$ cat src/verilog/mem_drive_consts.svh
// Constants for the buffer memory address and byte-mask drive.
// Assumes one memory clock, pins sampled by the memory on its rising edge.
`ifndef MEM_DRIVE_CONSTS_SVH
`define MEM_DRIVE_CONSTS_SVH
`define ADDR_PINS 12
`define ROW_BITS 12
`define COL_BITS 11
`define COL_LOW_BITS 10
`define AP_LINE 10
`define DATA_BITS 32
`define LANES 4
`define FIFO_DEPTH 4
`define IDLE_ADDR 12'h000
`define IDLE_MASK 4'h0
`endif

$ cat src/verilog/mem_drive_pkg.sv
// Types for the buffer memory address and byte-mask drive.
// Assumes the constants header is present on the include path.
package mem_drive_pkg;
  // Gray coded along idle -> row -> col; col -> idle changes both bits
  typedef enum logic [1:0] {
    ph_idle = 2'b00,
    ph_row = 2'b01,
    ph_col = 2'b11
  } phase_t;
endpackage

$ cat src/verilog/req_fifo.sv
// Small request FIFO with valid/ready on both sides.
// Assumes a single clock and asynchronous active-high reset.
`timescale 1ns/1ps
module req_fifo #(
  parameter int WIDTH = 58,
  parameter int DEPTH = 4
) (
  // Clock and reset
  input wire logic mclk,
  input wire logic reset,
  // Fill side
  input wire logic in_valid,
  output logic in_ready,
  input wire logic [WIDTH-1:0] in_data,
  // Drain side
  output logic out_valid,
  input wire logic out_ready,
  output logic [WIDTH-1:0] out_data
);
  localparam int AW = (DEPTH > 1) ? $clog2(DEPTH) : 1;
  if (DEPTH < 2 || (DEPTH & (DEPTH - 1)) != 0) begin : g_depth_check
    $error("req_fifo DEPTH must be a power of two of at least 2");
  end
  typedef struct packed {
    logic [AW:0] wr_ptr;
    logic [AW:0] rd_ptr;
  } fifo_state_t;
  fifo_state_t st_reg, st_next;
  logic [WIDTH-1:0] mem [DEPTH];
  logic full, empty, push, pop;
  assign empty = st_reg.wr_ptr == st_reg.rd_ptr;
  assign full = (st_reg.wr_ptr[AW-1:0] == st_reg.rd_ptr[AW-1:0]) &&
                (st_reg.wr_ptr[AW] != st_reg.rd_ptr[AW]);
  assign in_ready = !full;
  assign out_valid = !empty;
  assign push = in_valid && !full;
  assign pop = out_ready && !empty;
  assign out_data = mem[st_reg.rd_ptr[AW-1:0]];
  always_comb begin
    st_next = st_reg;
    if (push) begin
      st_next.wr_ptr = st_reg.wr_ptr + {{AW{1'b0}}, 1'b1};
    end
    if (pop) begin
      st_next.rd_ptr = st_reg.rd_ptr + {{AW{1'b0}}, 1'b1};
    end
  end
  always_ff @(posedge mclk or posedge reset) begin
    if (reset) begin
      st_reg <= '0;
    end else begin
      st_reg <= st_next;
    end
  end
  always_ff @(posedge mclk) begin
    if (push) begin
      mem[st_reg.wr_ptr[AW-1:0]] <= in_data;
    end
  end
  fifo_count_a: assert property (@(posedge mclk) disable iff (reset)
    push && !pop |=> !empty)
    else $error("fifo empty after push");
endmodule

$ cat src/verilog/mem_addr_drive.sv
// Drives the buffer memory address, byte-mask and write data pins.
// Assumes an upstream engine issues requests; commands and timing are elsewhere.
`include "mem_drive_consts.svh"
`timescale 1ns/1ps
module mem_addr_drive
  import mem_drive_pkg::*;
#(
  parameter int ROW_W = `ROW_BITS,
  parameter int COL_W = `COL_BITS
) (
  // Clock and reset
  input wire logic mclk,
  input wire logic reset,
  // Request stream from the buffer engine
  input wire logic req_valid,
  output logic req_ready,
  input wire logic [ROW_W-1:0] req_row,
  input wire logic [COL_W-1:0] req_col,
  input wire logic req_write,
  input wire logic req_auto_precharge,
  input wire logic [`LANES-1:0] req_lane_write,
  input wire logic [`DATA_BITS-1:0] req_wdata,
  // Memory pins
  output logic [`ADDR_PINS-1:0] mem_addr,
  output logic [`LANES-1:0] mem_byte_write_enable,
  output logic [`DATA_BITS-1:0] mem_data_bus_out,
  output logic mem_data_bus_oe_n,
  // Phase indicators for the command logic
  output logic row_phase,
  output logic col_phase
);
  localparam int REQ_W = ROW_W + COL_W + 2 + `LANES + `DATA_BITS;
  if (ROW_W != `ROW_BITS || COL_W != `COL_BITS) begin : g_width_check
    $error("mem_addr_drive address widths are fixed by the pin map");
  end

  if (ROW_W != `ADDR_PINS) begin : g_row_check
    $error("mem_addr_drive row must fill every address line");
  end

  if (COL_W != `COL_LOW_BITS + 1 || `AP_LINE != `COL_LOW_BITS) begin : g_col_check
    $error("mem_addr_drive column map does not fit the address lines");
  end

  if (`FIFO_DEPTH < 2) begin : g_depth_check
    $error("mem_addr_drive request buffer needs two entries or more");
  end

  typedef struct packed {
    phase_t phase;
    logic [`ADDR_PINS-1:0] addr;
    logic [`LANES-1:0] mask;
    logic [`DATA_BITS-1:0] wdata;
    logic oe_n;
    logic [COL_W-1:0] col;
    logic write;
    logic ap;
    logic [`LANES-1:0] lanes;
    logic [`DATA_BITS-1:0] data;
  } drive_state_t;

  drive_state_t st_reg, st_next;
  logic f_valid;
  logic f_ready;
  logic [REQ_W-1:0] f_data;
  logic [REQ_W-1:0] f_in;
  logic [ROW_W-1:0] f_row;
  logic [COL_W-1:0] f_col;
  logic f_write;
  logic f_ap;
  logic [`LANES-1:0] f_lanes;
  logic [`DATA_BITS-1:0] f_wdata;

  // Column word: lines 0-9 and 11 from column, line 10 auto-precharge
  function automatic logic [`ADDR_PINS-1:0] col_word(input logic [COL_W-1:0] c,
                                                      input logic ap);
    logic [`ADDR_PINS-1:0] w;
    w = '0;
    for (int i = 0; i < `COL_LOW_BITS; i++) begin
      w[i] = c[i];
    end
    w[`AP_LINE] = ap;
    w[`ADDR_PINS-1] = c[COL_W-1];
    col_word = w;
  endfunction

  // Queue word: row, column, kind, precharge, lanes, data
  assign f_in = {
    req_row,
    req_col,
    req_write,
    req_auto_precharge,
    req_lane_write,
    req_wdata
  };

  req_fifo #(
    .WIDTH(REQ_W),
    .DEPTH(`FIFO_DEPTH)
  ) u_fifo (
    .mclk(mclk),
    .reset(reset),
    .in_valid(req_valid),
    .in_ready(req_ready),
    .in_data(f_in),
    .out_valid(f_valid),
    .out_ready(f_ready),
    .out_data(f_data)
  );
  assign {f_row, f_col, f_write, f_ap, f_lanes, f_wdata} = f_data;
  assign f_ready = st_reg.phase == ph_idle;

  // Sequencer needs no configuration; starts from reset
  always_comb begin
    st_next = st_reg;
    st_next.mask = `IDLE_MASK;
    st_next.oe_n = 1'b1;
    case (st_reg.phase)
      ph_idle: begin
        if (f_valid) begin
          st_next.phase = ph_row;
          st_next.addr = f_row;
          st_next.col = f_col;
          st_next.write = f_write;
          st_next.ap = f_ap;
          st_next.lanes = f_lanes;
          st_next.data = f_wdata;
        end
      end
      ph_row: begin
        st_next.phase = ph_col;
        st_next.addr = col_word(st_reg.col, st_reg.ap);
        if (st_reg.write) begin
          // Mask and data leave together with the column
          st_next.mask = st_reg.lanes;
          st_next.wdata = st_reg.data;
          st_next.oe_n = 1'b0;
        end
      end
      ph_col: begin
        st_next.phase = ph_idle;
        st_next.addr = `IDLE_ADDR;
      end
      default: begin
        st_next.phase = ph_idle;
      end
    endcase
  end

  always_ff @(posedge mclk or posedge reset) begin
    if (reset) begin
      st_reg <= '0;
      st_reg.oe_n <= 1'b1;
    end else begin
      st_reg <= st_next;
    end
  end

  assign mem_addr = st_reg.addr;
  // Lane i gates data bits 8i+7:8i, bit 0 lowest, bit 3 highest
  assign mem_byte_write_enable = st_reg.mask;
  assign mem_data_bus_out = st_reg.wdata;
  assign mem_data_bus_oe_n = st_reg.oe_n;
  assign row_phase = st_reg.phase == ph_row;
  assign col_phase = st_reg.phase == ph_col;

  // Access sequencing
  row_then_col_a: assert property (@(posedge mclk) disable iff (reset)
    row_phase |=> col_phase)
    else $error("column phase did not follow row phase");

  row_once_a: assert property (@(posedge mclk) disable iff (reset)
    row_phase |=> !row_phase)
    else $error("row phase held beyond one cycle");

  col_once_a: assert property (@(posedge mclk) disable iff (reset)
    col_phase |=> !col_phase)
    else $error("column phase held beyond one cycle");

  col_after_row_a: assert property (@(posedge mclk) disable iff (reset)
    col_phase |-> $past(row_phase))
    else $error("column phase without a row phase before it");

  phases_apart_a: assert property (@(posedge mclk) disable iff (reset)
    !(row_phase && col_phase))
    else $error("row and column phases together");

  phase_legal_a: assert property (@(posedge mclk) disable iff (reset)
    st_reg.phase inside {ph_idle, ph_row, ph_col})
    else $error("sequencer left its legal states");

  no_restart_a: assert property (@(posedge mclk) disable iff (reset)
    row_phase || col_phase |-> !f_ready)
    else $error("new request taken inside an access");

  idle_after_col_a: assert property (@(posedge mclk) disable iff (reset)
    col_phase |=> !row_phase && !col_phase && mem_addr == `IDLE_ADDR)
    else $error("no idle cycle after the column");

  idle_addr_a: assert property (@(posedge mclk) disable iff (reset)
    !row_phase && !col_phase |-> mem_addr == `IDLE_ADDR)
    else $error("address lines not parked while idle");

  self_run_a: assert property (@(posedge mclk) disable iff (reset)
    f_valid && f_ready |=> row_phase ##1 col_phase ##1 !row_phase && !col_phase)
    else $error("sequence did not run unaided");

  head_taken_a: assert property (@(posedge mclk) disable iff (reset)
    f_valid && !row_phase && !col_phase |=> row_phase)
    else $error("queued request not started while idle");

  ready_after_col_a: assert property (@(posedge mclk) disable iff (reset)
    col_phase |=> f_ready)
    else $error("sequencer not free after the column");

  full_holds_a: assert property (@(posedge mclk) disable iff (reset)
    !req_ready |-> f_valid)
    else $error("request port refused with nothing queued");

  // Address lines
  row_full_a: assert property (@(posedge mclk) disable iff (reset)
    f_valid && f_ready |=> mem_addr == $past(f_row))
    else $error("row address not on all twelve lines");

  row_addr_a: assert property (@(posedge mclk) disable iff (reset)
    row_phase |-> mem_addr == $past(f_row))
    else $error("row phase shows a wrong row");

  col_lines_a: assert property (@(posedge mclk) disable iff (reset)
    f_valid && f_ready |=> ##1
    {mem_addr[11], mem_addr[9:0]} == $past(f_col, 2))
    else $error("column address lines wrong");

  read_col_a: assert property (@(posedge mclk) disable iff (reset)
    f_valid && f_ready && !f_write |=> ##1
    col_phase && {mem_addr[11], mem_addr[9:0]} == $past(f_col, 2))
    else $error("read column address lines wrong");

  ap_line_a: assert property (@(posedge mclk) disable iff (reset)
    f_valid && f_ready |=> ##1 mem_addr[`AP_LINE] == $past(f_ap, 2))
    else $error("auto-precharge line wrong");

  ap_read_a: assert property (@(posedge mclk) disable iff (reset)
    f_valid && f_ready && !f_write |=> ##1
    mem_addr[`AP_LINE] == $past(f_ap, 2))
    else $error("auto-precharge line wrong on a read");

  // Byte mask and write data
  mask_write_a: assert property (@(posedge mclk) disable iff (reset)
    f_valid && f_ready && f_write |=> ##1 mem_byte_write_enable == $past(f_lanes, 2))
    else $error("byte mask does not match requested lanes");

  mask_read_a: assert property (@(posedge mclk) disable iff (reset)
    !col_phase |-> mem_byte_write_enable == 4'h0)
    else $error("mask high outside a write column");

  read_quiet_a: assert property (@(posedge mclk) disable iff (reset)
    f_valid && f_ready && !f_write |=> ##1
    mem_data_bus_oe_n && mem_byte_write_enable == `IDLE_MASK)
    else $error("read access drove mask or data");

  read_col_mask_a: assert property (@(posedge mclk) disable iff (reset)
    col_phase && mem_data_bus_oe_n |-> mem_byte_write_enable == `IDLE_MASK)
    else $error("mask high in a read column");

  lane_low_a: assert property (@(posedge mclk) disable iff (reset)
    f_valid && f_ready && f_write |=> ##1
    mem_byte_write_enable[0] == $past(f_lanes[0], 2) &&
    mem_data_bus_out[7:0] == $past(f_wdata[7:0], 2))
    else $error("lane 0 mask or data misplaced");

  lane_one_a: assert property (@(posedge mclk) disable iff (reset)
    f_valid && f_ready && f_write |=> ##1
    mem_byte_write_enable[1] == $past(f_lanes[1], 2) &&
    mem_data_bus_out[15:8] == $past(f_wdata[15:8], 2))
    else $error("lane 1 mask or data misplaced");

  lane_two_a: assert property (@(posedge mclk) disable iff (reset)
    f_valid && f_ready && f_write |=> ##1
    mem_byte_write_enable[2] == $past(f_lanes[2], 2) &&
    mem_data_bus_out[23:16] == $past(f_wdata[23:16], 2))
    else $error("lane 2 mask or data misplaced");

  lane_high_a: assert property (@(posedge mclk) disable iff (reset)
    f_valid && f_ready && f_write |=> ##1
    mem_byte_write_enable[3] == $past(f_lanes[3], 2) &&
    mem_data_bus_out[31:24] == $past(f_wdata[31:24], 2))
    else $error("lane 3 mask or data misplaced");

  mask_with_data_a: assert property (@(posedge mclk) disable iff (reset)
    mem_byte_write_enable != 4'h0 |-> !mem_data_bus_oe_n && col_phase)
    else $error("mask without write data");

  row_quiet_a: assert property (@(posedge mclk) disable iff (reset)
    row_phase |-> mem_byte_write_enable == `IDLE_MASK && mem_data_bus_oe_n)
    else $error("mask or data driven in the row phase");

  idle_quiet_a: assert property (@(posedge mclk) disable iff (reset)
    !row_phase && !col_phase |-> mem_byte_write_enable == `IDLE_MASK && mem_data_bus_oe_n)
    else $error("mask or data driven while idle");

  drive_in_col_a: assert property (@(posedge mclk) disable iff (reset)
    !mem_data_bus_oe_n |-> col_phase)
    else $error("data bus driven outside the column phase");

  write_drive_a: assert property (@(posedge mclk) disable iff (reset)
    f_valid && f_ready && f_write |=> ##1 !mem_data_bus_oe_n && col_phase)
    else $error("write data not driven with the column");

  data_word_a: assert property (@(posedge mclk) disable iff (reset)
    f_valid && f_ready && f_write |=> ##1 mem_data_bus_out == $past(f_wdata, 2))
    else $error("write data word wrong in the column phase");
endmodule

$ cat config.mk
export PLATFORM = sky130hd
export DESIGN_NAME = mem_addr_drive
export DESIGN_NICKNAME = d
export VERILOG_FILES = /design/src/verilog/mem_drive_pkg.sv /design/src/verilog/req_fifo.sv /design/src/verilog/mem_addr_drive.sv
export VERILOG_INCLUDE_DIRS = /design/src /design/src/verilog
export SDC_FILE = /design/constraint.sdc
export NUM_CORES = 1
export LEC_CHECK = 0
export BUFFER_PORTS_ARGS = -buffer_cell sky130_fd_sc_hd__buf_2
export CORE_ASPECT_RATIO = 1.5
export CORE_UTILIZATION = 45
export CTS_BUF_LIST = sky130_fd_sc_hd__clkbuf_8
export DETAILED_ROUTE_END_ITERATION = 16
export HOLD_SLACK_MARGIN = 0.02
export PLACE_DENSITY = 0.69
export REMOVE_ABC_BUFFERS = 1
export SETUP_SLACK_MARGIN = 0.05
export SLEW_MARGIN = 40
export SYNTH_ARGS = -nofsm -noshare
export SYNTH_HDL_FRONTEND = slang
export SYNTH_SLANG_ARGS = --single-unit
$ cat constraint.sdc
create_clock -name mclk -period 7.98 [get_ports mclk]
set_clock_uncertainty 0.2 [all_clocks]
set_input_delay 1.596 -clock mclk [delete_from_list [all_inputs] [get_ports mclk]]
set_output_delay 1.596 -clock mclk [all_outputs]
set_load 0.01 [all_outputs]
==> flow_results.xml <==
<?xml version="1.0" encoding="UTF-8"?>
<metrics>
  <group name="routing">
    <metric name="initialDrtViolationCount" unit="">302</metric>
    <metric name="finalWirelength" unit="mm">23.4</metric>
    <metric name="drt.antenna.violating_nets" unit="">0</metric>
    <metric name="detail_route.wl_per_cell" unit="µm">19.5</metric>
    <metric name="routed_vias" unit="">6086</metric>
    <metric name="drt_pass1_iterations" unit="">4</metric>
    <metric name="drc" unit="">0</metric>
    <metric name="drt-vias-per-instance" unit="">5.07</metric>
  </group>
  <group name="clock_tree">
    <metric name="cts.hold.buffers_added" unit="">0</metric>
    <metric name="number_of_buffers_between_clock_root_and_the_deepest_sink" unit="">3</metric>
    <metric name="cts-buffers-inserted" unit="">48</metric>
    <metric name="tritoncts_num_sinks" unit="">350</metric>
    <metric name="cts_tree" unit="">yes</metric>
    <metric name="clock_tree.htree_level_count" unit="">2</metric>
    <metric name="insertion_delay" unit="ns">0.57</metric>
    <metric name="clk_pin_slew_worst_paths" unit="ns">0.06</metric>
    <metric name="post_cts_repair_resize_count" unit="">0</metric>
    <metric name="post-cts-setup-buffers" unit="">0</metric>
    <metric name="library_cell_used_as_clock_root_buffer" unit="">sky130_fd_sc_hd__clkbuf_8</metric>
  </group>
  <group name="timing">
    <metric name="timing_max_transition_violations_final" unit="">0</metric>
    <metric name="fmax" unit="MHz">243</metric>
    <metric name="rsz0062_at_grt" unit="">false</metric>
    <metric name="relSlewSlack" unit="">0.468</metric>
    <metric name="finalHoldViolations" unit="">0</metric>
    <metric name="layout_min_cycle_time" unit="ns">4.11</metric>
    <metric name="timing.setup.tns" unit="ns">0</metric>
    <metric name="postLayoutSetupSlackWorst" unit="ns">3.87</metric>
    <metric name="layout_worst_path_cycle_share" unit="">0.515</metric>
    <metric name="finalSetupViolations" unit="">0</metric>
    <metric name="max_slew.worst_pin.slew" unit="ns">0.798</metric>
  </group>
  <group name="synth">
    <metric name="ys_warns" unit="">0</metric>
    <metric name="synth.ff_latch_count" unit="">350</metric>
    <metric name="netlist.top_cell.by_area" unit="">sky130_fd_sc_hd__edfxtp_1</metric>
    <metric name="avg_inst_size_synth" unit="µm²">20.0</metric>
    <metric name="post_synth_num_cell_types" unit="">28</metric>
    <metric name="synth.yosys.seq_area_share" unit="">0.748</metric>
    <metric name="synthDominantCellAreaShare" unit="">0.549</metric>
    <metric name="mappedNetlistArea" unit="µm²">13300</metric>
    <metric name="syn_inst_count" unit="">666</metric>
    <metric name="ys_top_cells_by_area" unit="">sky130_fd_sc_hd__edfxtp_1 55%, sky130_fd_sc_hd__dfrtp_1 20%, sky130_fd_sc_hd__mux4_2 8.3%</metric>
  </group>
  <group name="finish">
    <metric name="largest_register_ffs" unit="">244</metric>
    <metric name="flow.area_growth_from_synthesis" unit="%">12.3</metric>
    <metric name="layout_commonest_cell" unit="">sky130_fd_sc_hd__edfxtp_1</metric>
    <metric name="layout.nets" unit="">839</metric>
    <metric name="final_design_area_no_fill" unit="µm²">15000</metric>
    <metric name="top_library_cells_by_usage_in_the_layout_fill_and_taps_aside" unit="">244 x sky130_fd_sc_hd__edfxtp_1, 115 x sky130_fd_sc_hd__buf_2, 103 x sky130_fd_sc_hd__dfrtp_1</metric>
    <metric name="layout-drive-gt1-share" unit="">0.417</metric>
  </group>
  <group name="place">
    <metric name="finalWeightedCongestion" unit="">0.710</metric>
    <metric name="detailedPlace.worstSlack" unit="ns">4.41</metric>
    <metric name="detailed_place.area" unit="µm²">14100</metric>
    <metric name="dp.final_hpwl" unit="mm">14.7</metric>
    <metric name="io_buffers" unit="">115</metric>
  </group>
  <group name="min_path">
    <metric name="timing.hold.worst.start" unit="">u_fifo.st_reg[5]</metric>
    <metric name="holdCritPathClass" unit="">flip-flop to flip-flop</metric>
    <metric name="hold-path-cell-count" unit="">1</metric>
    <metric name="timing.hold.worst_endpoint" unit="">u_fifo.st_reg[5]</metric>
  </group>
  <group name="global_route">
    <metric name="globalRouteMet1Util" unit="">0.184</metric>
    <metric name="track_usage" unit="">0.163</metric>
    <metric name="grt_pass1_vias" unit="">6591</metric>
    <metric name="grt_busiest_layer" unit="">met2</metric>
    <metric name="global_route.usage.met3" unit="">0.0345</metric>
    <metric name="grt_first_pass_wirelength" unit="mm">36.8</metric>
    <metric name="grt_max_degree" unit="">62</metric>
    <metric name="gr-usage-met2" unit="">0.296</metric>
    <metric name="antenna_found_initial" unit="">4</metric>
    <metric name="globalRoute.totalOverflow" unit="">0</metric>
  </group>
  <group name="floorplan">
    <metric name="die_h" unit="µm">213</metric>
    <metric name="start_util" unit="">0.461</metric>
    <metric name="die-area" unit="µm²">30300</metric>
    <metric name="die-width" unit="µm">143</metric>
    <metric name="design.core.area" unit="µm²">28900</metric>
    <metric name="rows" unit="">76</metric>
    <metric name="pin_count" unit="">116</metric>
  </group>
  <group name="critical_path">
    <metric name="worst-r2r-cell-count" unit="">4</metric>
    <metric name="crit_path_cell_trace" unit="">xnor2_1 -&gt; nand3b_1 -&gt; buf_2</metric>
    <metric name="critical_path.startpoint_type" unit="">flip-flop</metric>
    <metric name="critPathMaxFanout" unit="">37</metric>
    <metric name="regToRegSetupSlack" unit="ns">4.74</metric>
    <metric name="timing.critical_path.required" unit="ns">6.18</metric>
    <metric name="critical_path.n_buffers_inverters" unit="">1</metric>
    <metric name="crit_slowest_cell" unit="">sky130_fd_sc_hd__dfrtp_4</metric>
    <metric name="worst_setup_path_type" unit="">flip-flop to output pin</metric>
    <metric name="critical_path_arrival" unit="ns">2.32</metric>
    <metric name="critPathMaxStageDelay" unit="ns">0.73</metric>
    <metric name="reg2reg_from" unit="">u_fifo.st_reg[0]</metric>
    <metric name="cp_top_family" unit="">flip-flops</metric>
    <metric name="end_kind" unit="">output pin</metric>
    <metric name="r2r_end" unit="">st_reg[2]</metric>
  </group>
  <group name="pwr">
    <metric name="peakVddDrop" unit="µV">178</metric>
    <metric name="p_leak" unit="nW">5.54</metric>
    <metric name="pwr_density_cell" unit="nW/µm²">389</metric>
  </group>
  <group name="job">
    <metric name="drv_cap" unit="">0</metric>
  </group>
  <group name="run_status">
    <metric name="status" unit="">finished clean</metric>
  </group>
</metrics>
==> worst reg2reg max path, cell delays in order (launching register included) <==
cell and delay [ns]:
sky130_fd_sc_hd__dfrtp_4 0.86, sky130_fd_sc_hd__xnor2_1 0.32, sky130_fd_sc_hd__a311oi_4 0.61, sky130_fd_sc_hd__buf_4 0.68
sky130_fd_sc_hd__mux2_2 0.44
==> cells in the mapped netlist, drive strengths merged <==
master / number
mux2: 95
nand2b: 1
nor2: 27
mux4: 49
inv: 4
and3: 8
edfxtp: 244
a41oi: 2
dfrtp: 105
mux2i: 12
xnor2: 5
clkbuf: 9
buf: 66
nand3b: 1
and2: 1
nand2: 3
a221oi: 12
nor2b: 1
ha: 5
xor2: 2
a21oi: 12
a311oi: 1
dfstp: 1
==> layout make-up <==
| cell class | instances | area (µm²) |
|---|---|---|
| fill | 2378 | 13900 |
| sequential | 350 | 9990 |
| multi-input combinational | 237 | 2850 |
| timing repair buffer | 129 | 772 |
| clock buffer | 52 | 716 |
| tap | 390 | 488 |
| clock inverter | 36 | 149 |
| inverter | 4 | 17.5 |
| antenna | 2 | 5.00 |
==> through the flow <==
| stage | cells | hold WS [ns] | utilization | total power [mW] |
|---|---|---|---|---|
| after floorplan | 591 | 0.254 | - | 4.09 |
| after CTS | 1198 | 0.293 | 0.518 | 5.92 |
| after global placement | 1103 | 0.276 | 0.483 | 4.58 |
| after detailed placement | 1110 | 0.283 | 0.488 | 4.69 |
| after global routing | 1198 | 0.313 | 0.518 | 6.17 |
| final | 1200 | 0.295 | 0.518 | 5.82 |
==> logic make-up after synthesis <==
kind of cell / synth area share
mux: 0.172
fa+ha+maj: 0.00469
xor+xnor: 0.00460
simple gates: 0.0144
flops: 0.748
compound gates: 0.0157
buf+inv: 0.0403
==> how the worst max path moves through the flow <==
stage	from	endpoint	slack, ns	cells after the start
2_1_floorplan	u_fifo.st_reg[0]	u_fifo.mem[3][0]	2.17	3
3_3_place_gp	u_fifo.st_reg[0]	req_ready	4.45	3
3_5_place_dp	u_fifo.st_reg[0]	req_ready	4.41	3
4_1_cts	u_fifo.st_reg[0]	req_ready	3.81	3
5_1_grt	u_fifo.st_reg[0]	req_ready	3.66	3
6_report	u_fifo.st_reg[0]	req_ready	3.87	3
==> layer usage <==
| metal | vias up | wire, µm |
|---|---|---|
| met5 | - | 13 |
| met3 | 42 | 1270 |
| met4 | 2 | 537 |
| met1 | 3136 | 8770 |
| li1 | 2761 | - |
| met2 | 145 | 12800 |
==> report_power, final <==
group          internal [mW]  total [mW]  switching [mW]
Combinational          0.908        1.79           0.878
Sequential              2.55        2.81           0.254
Clock                  0.600        1.23           0.627
Total                   4.06        5.82            1.76
Power figures use the tool's default switching activity.
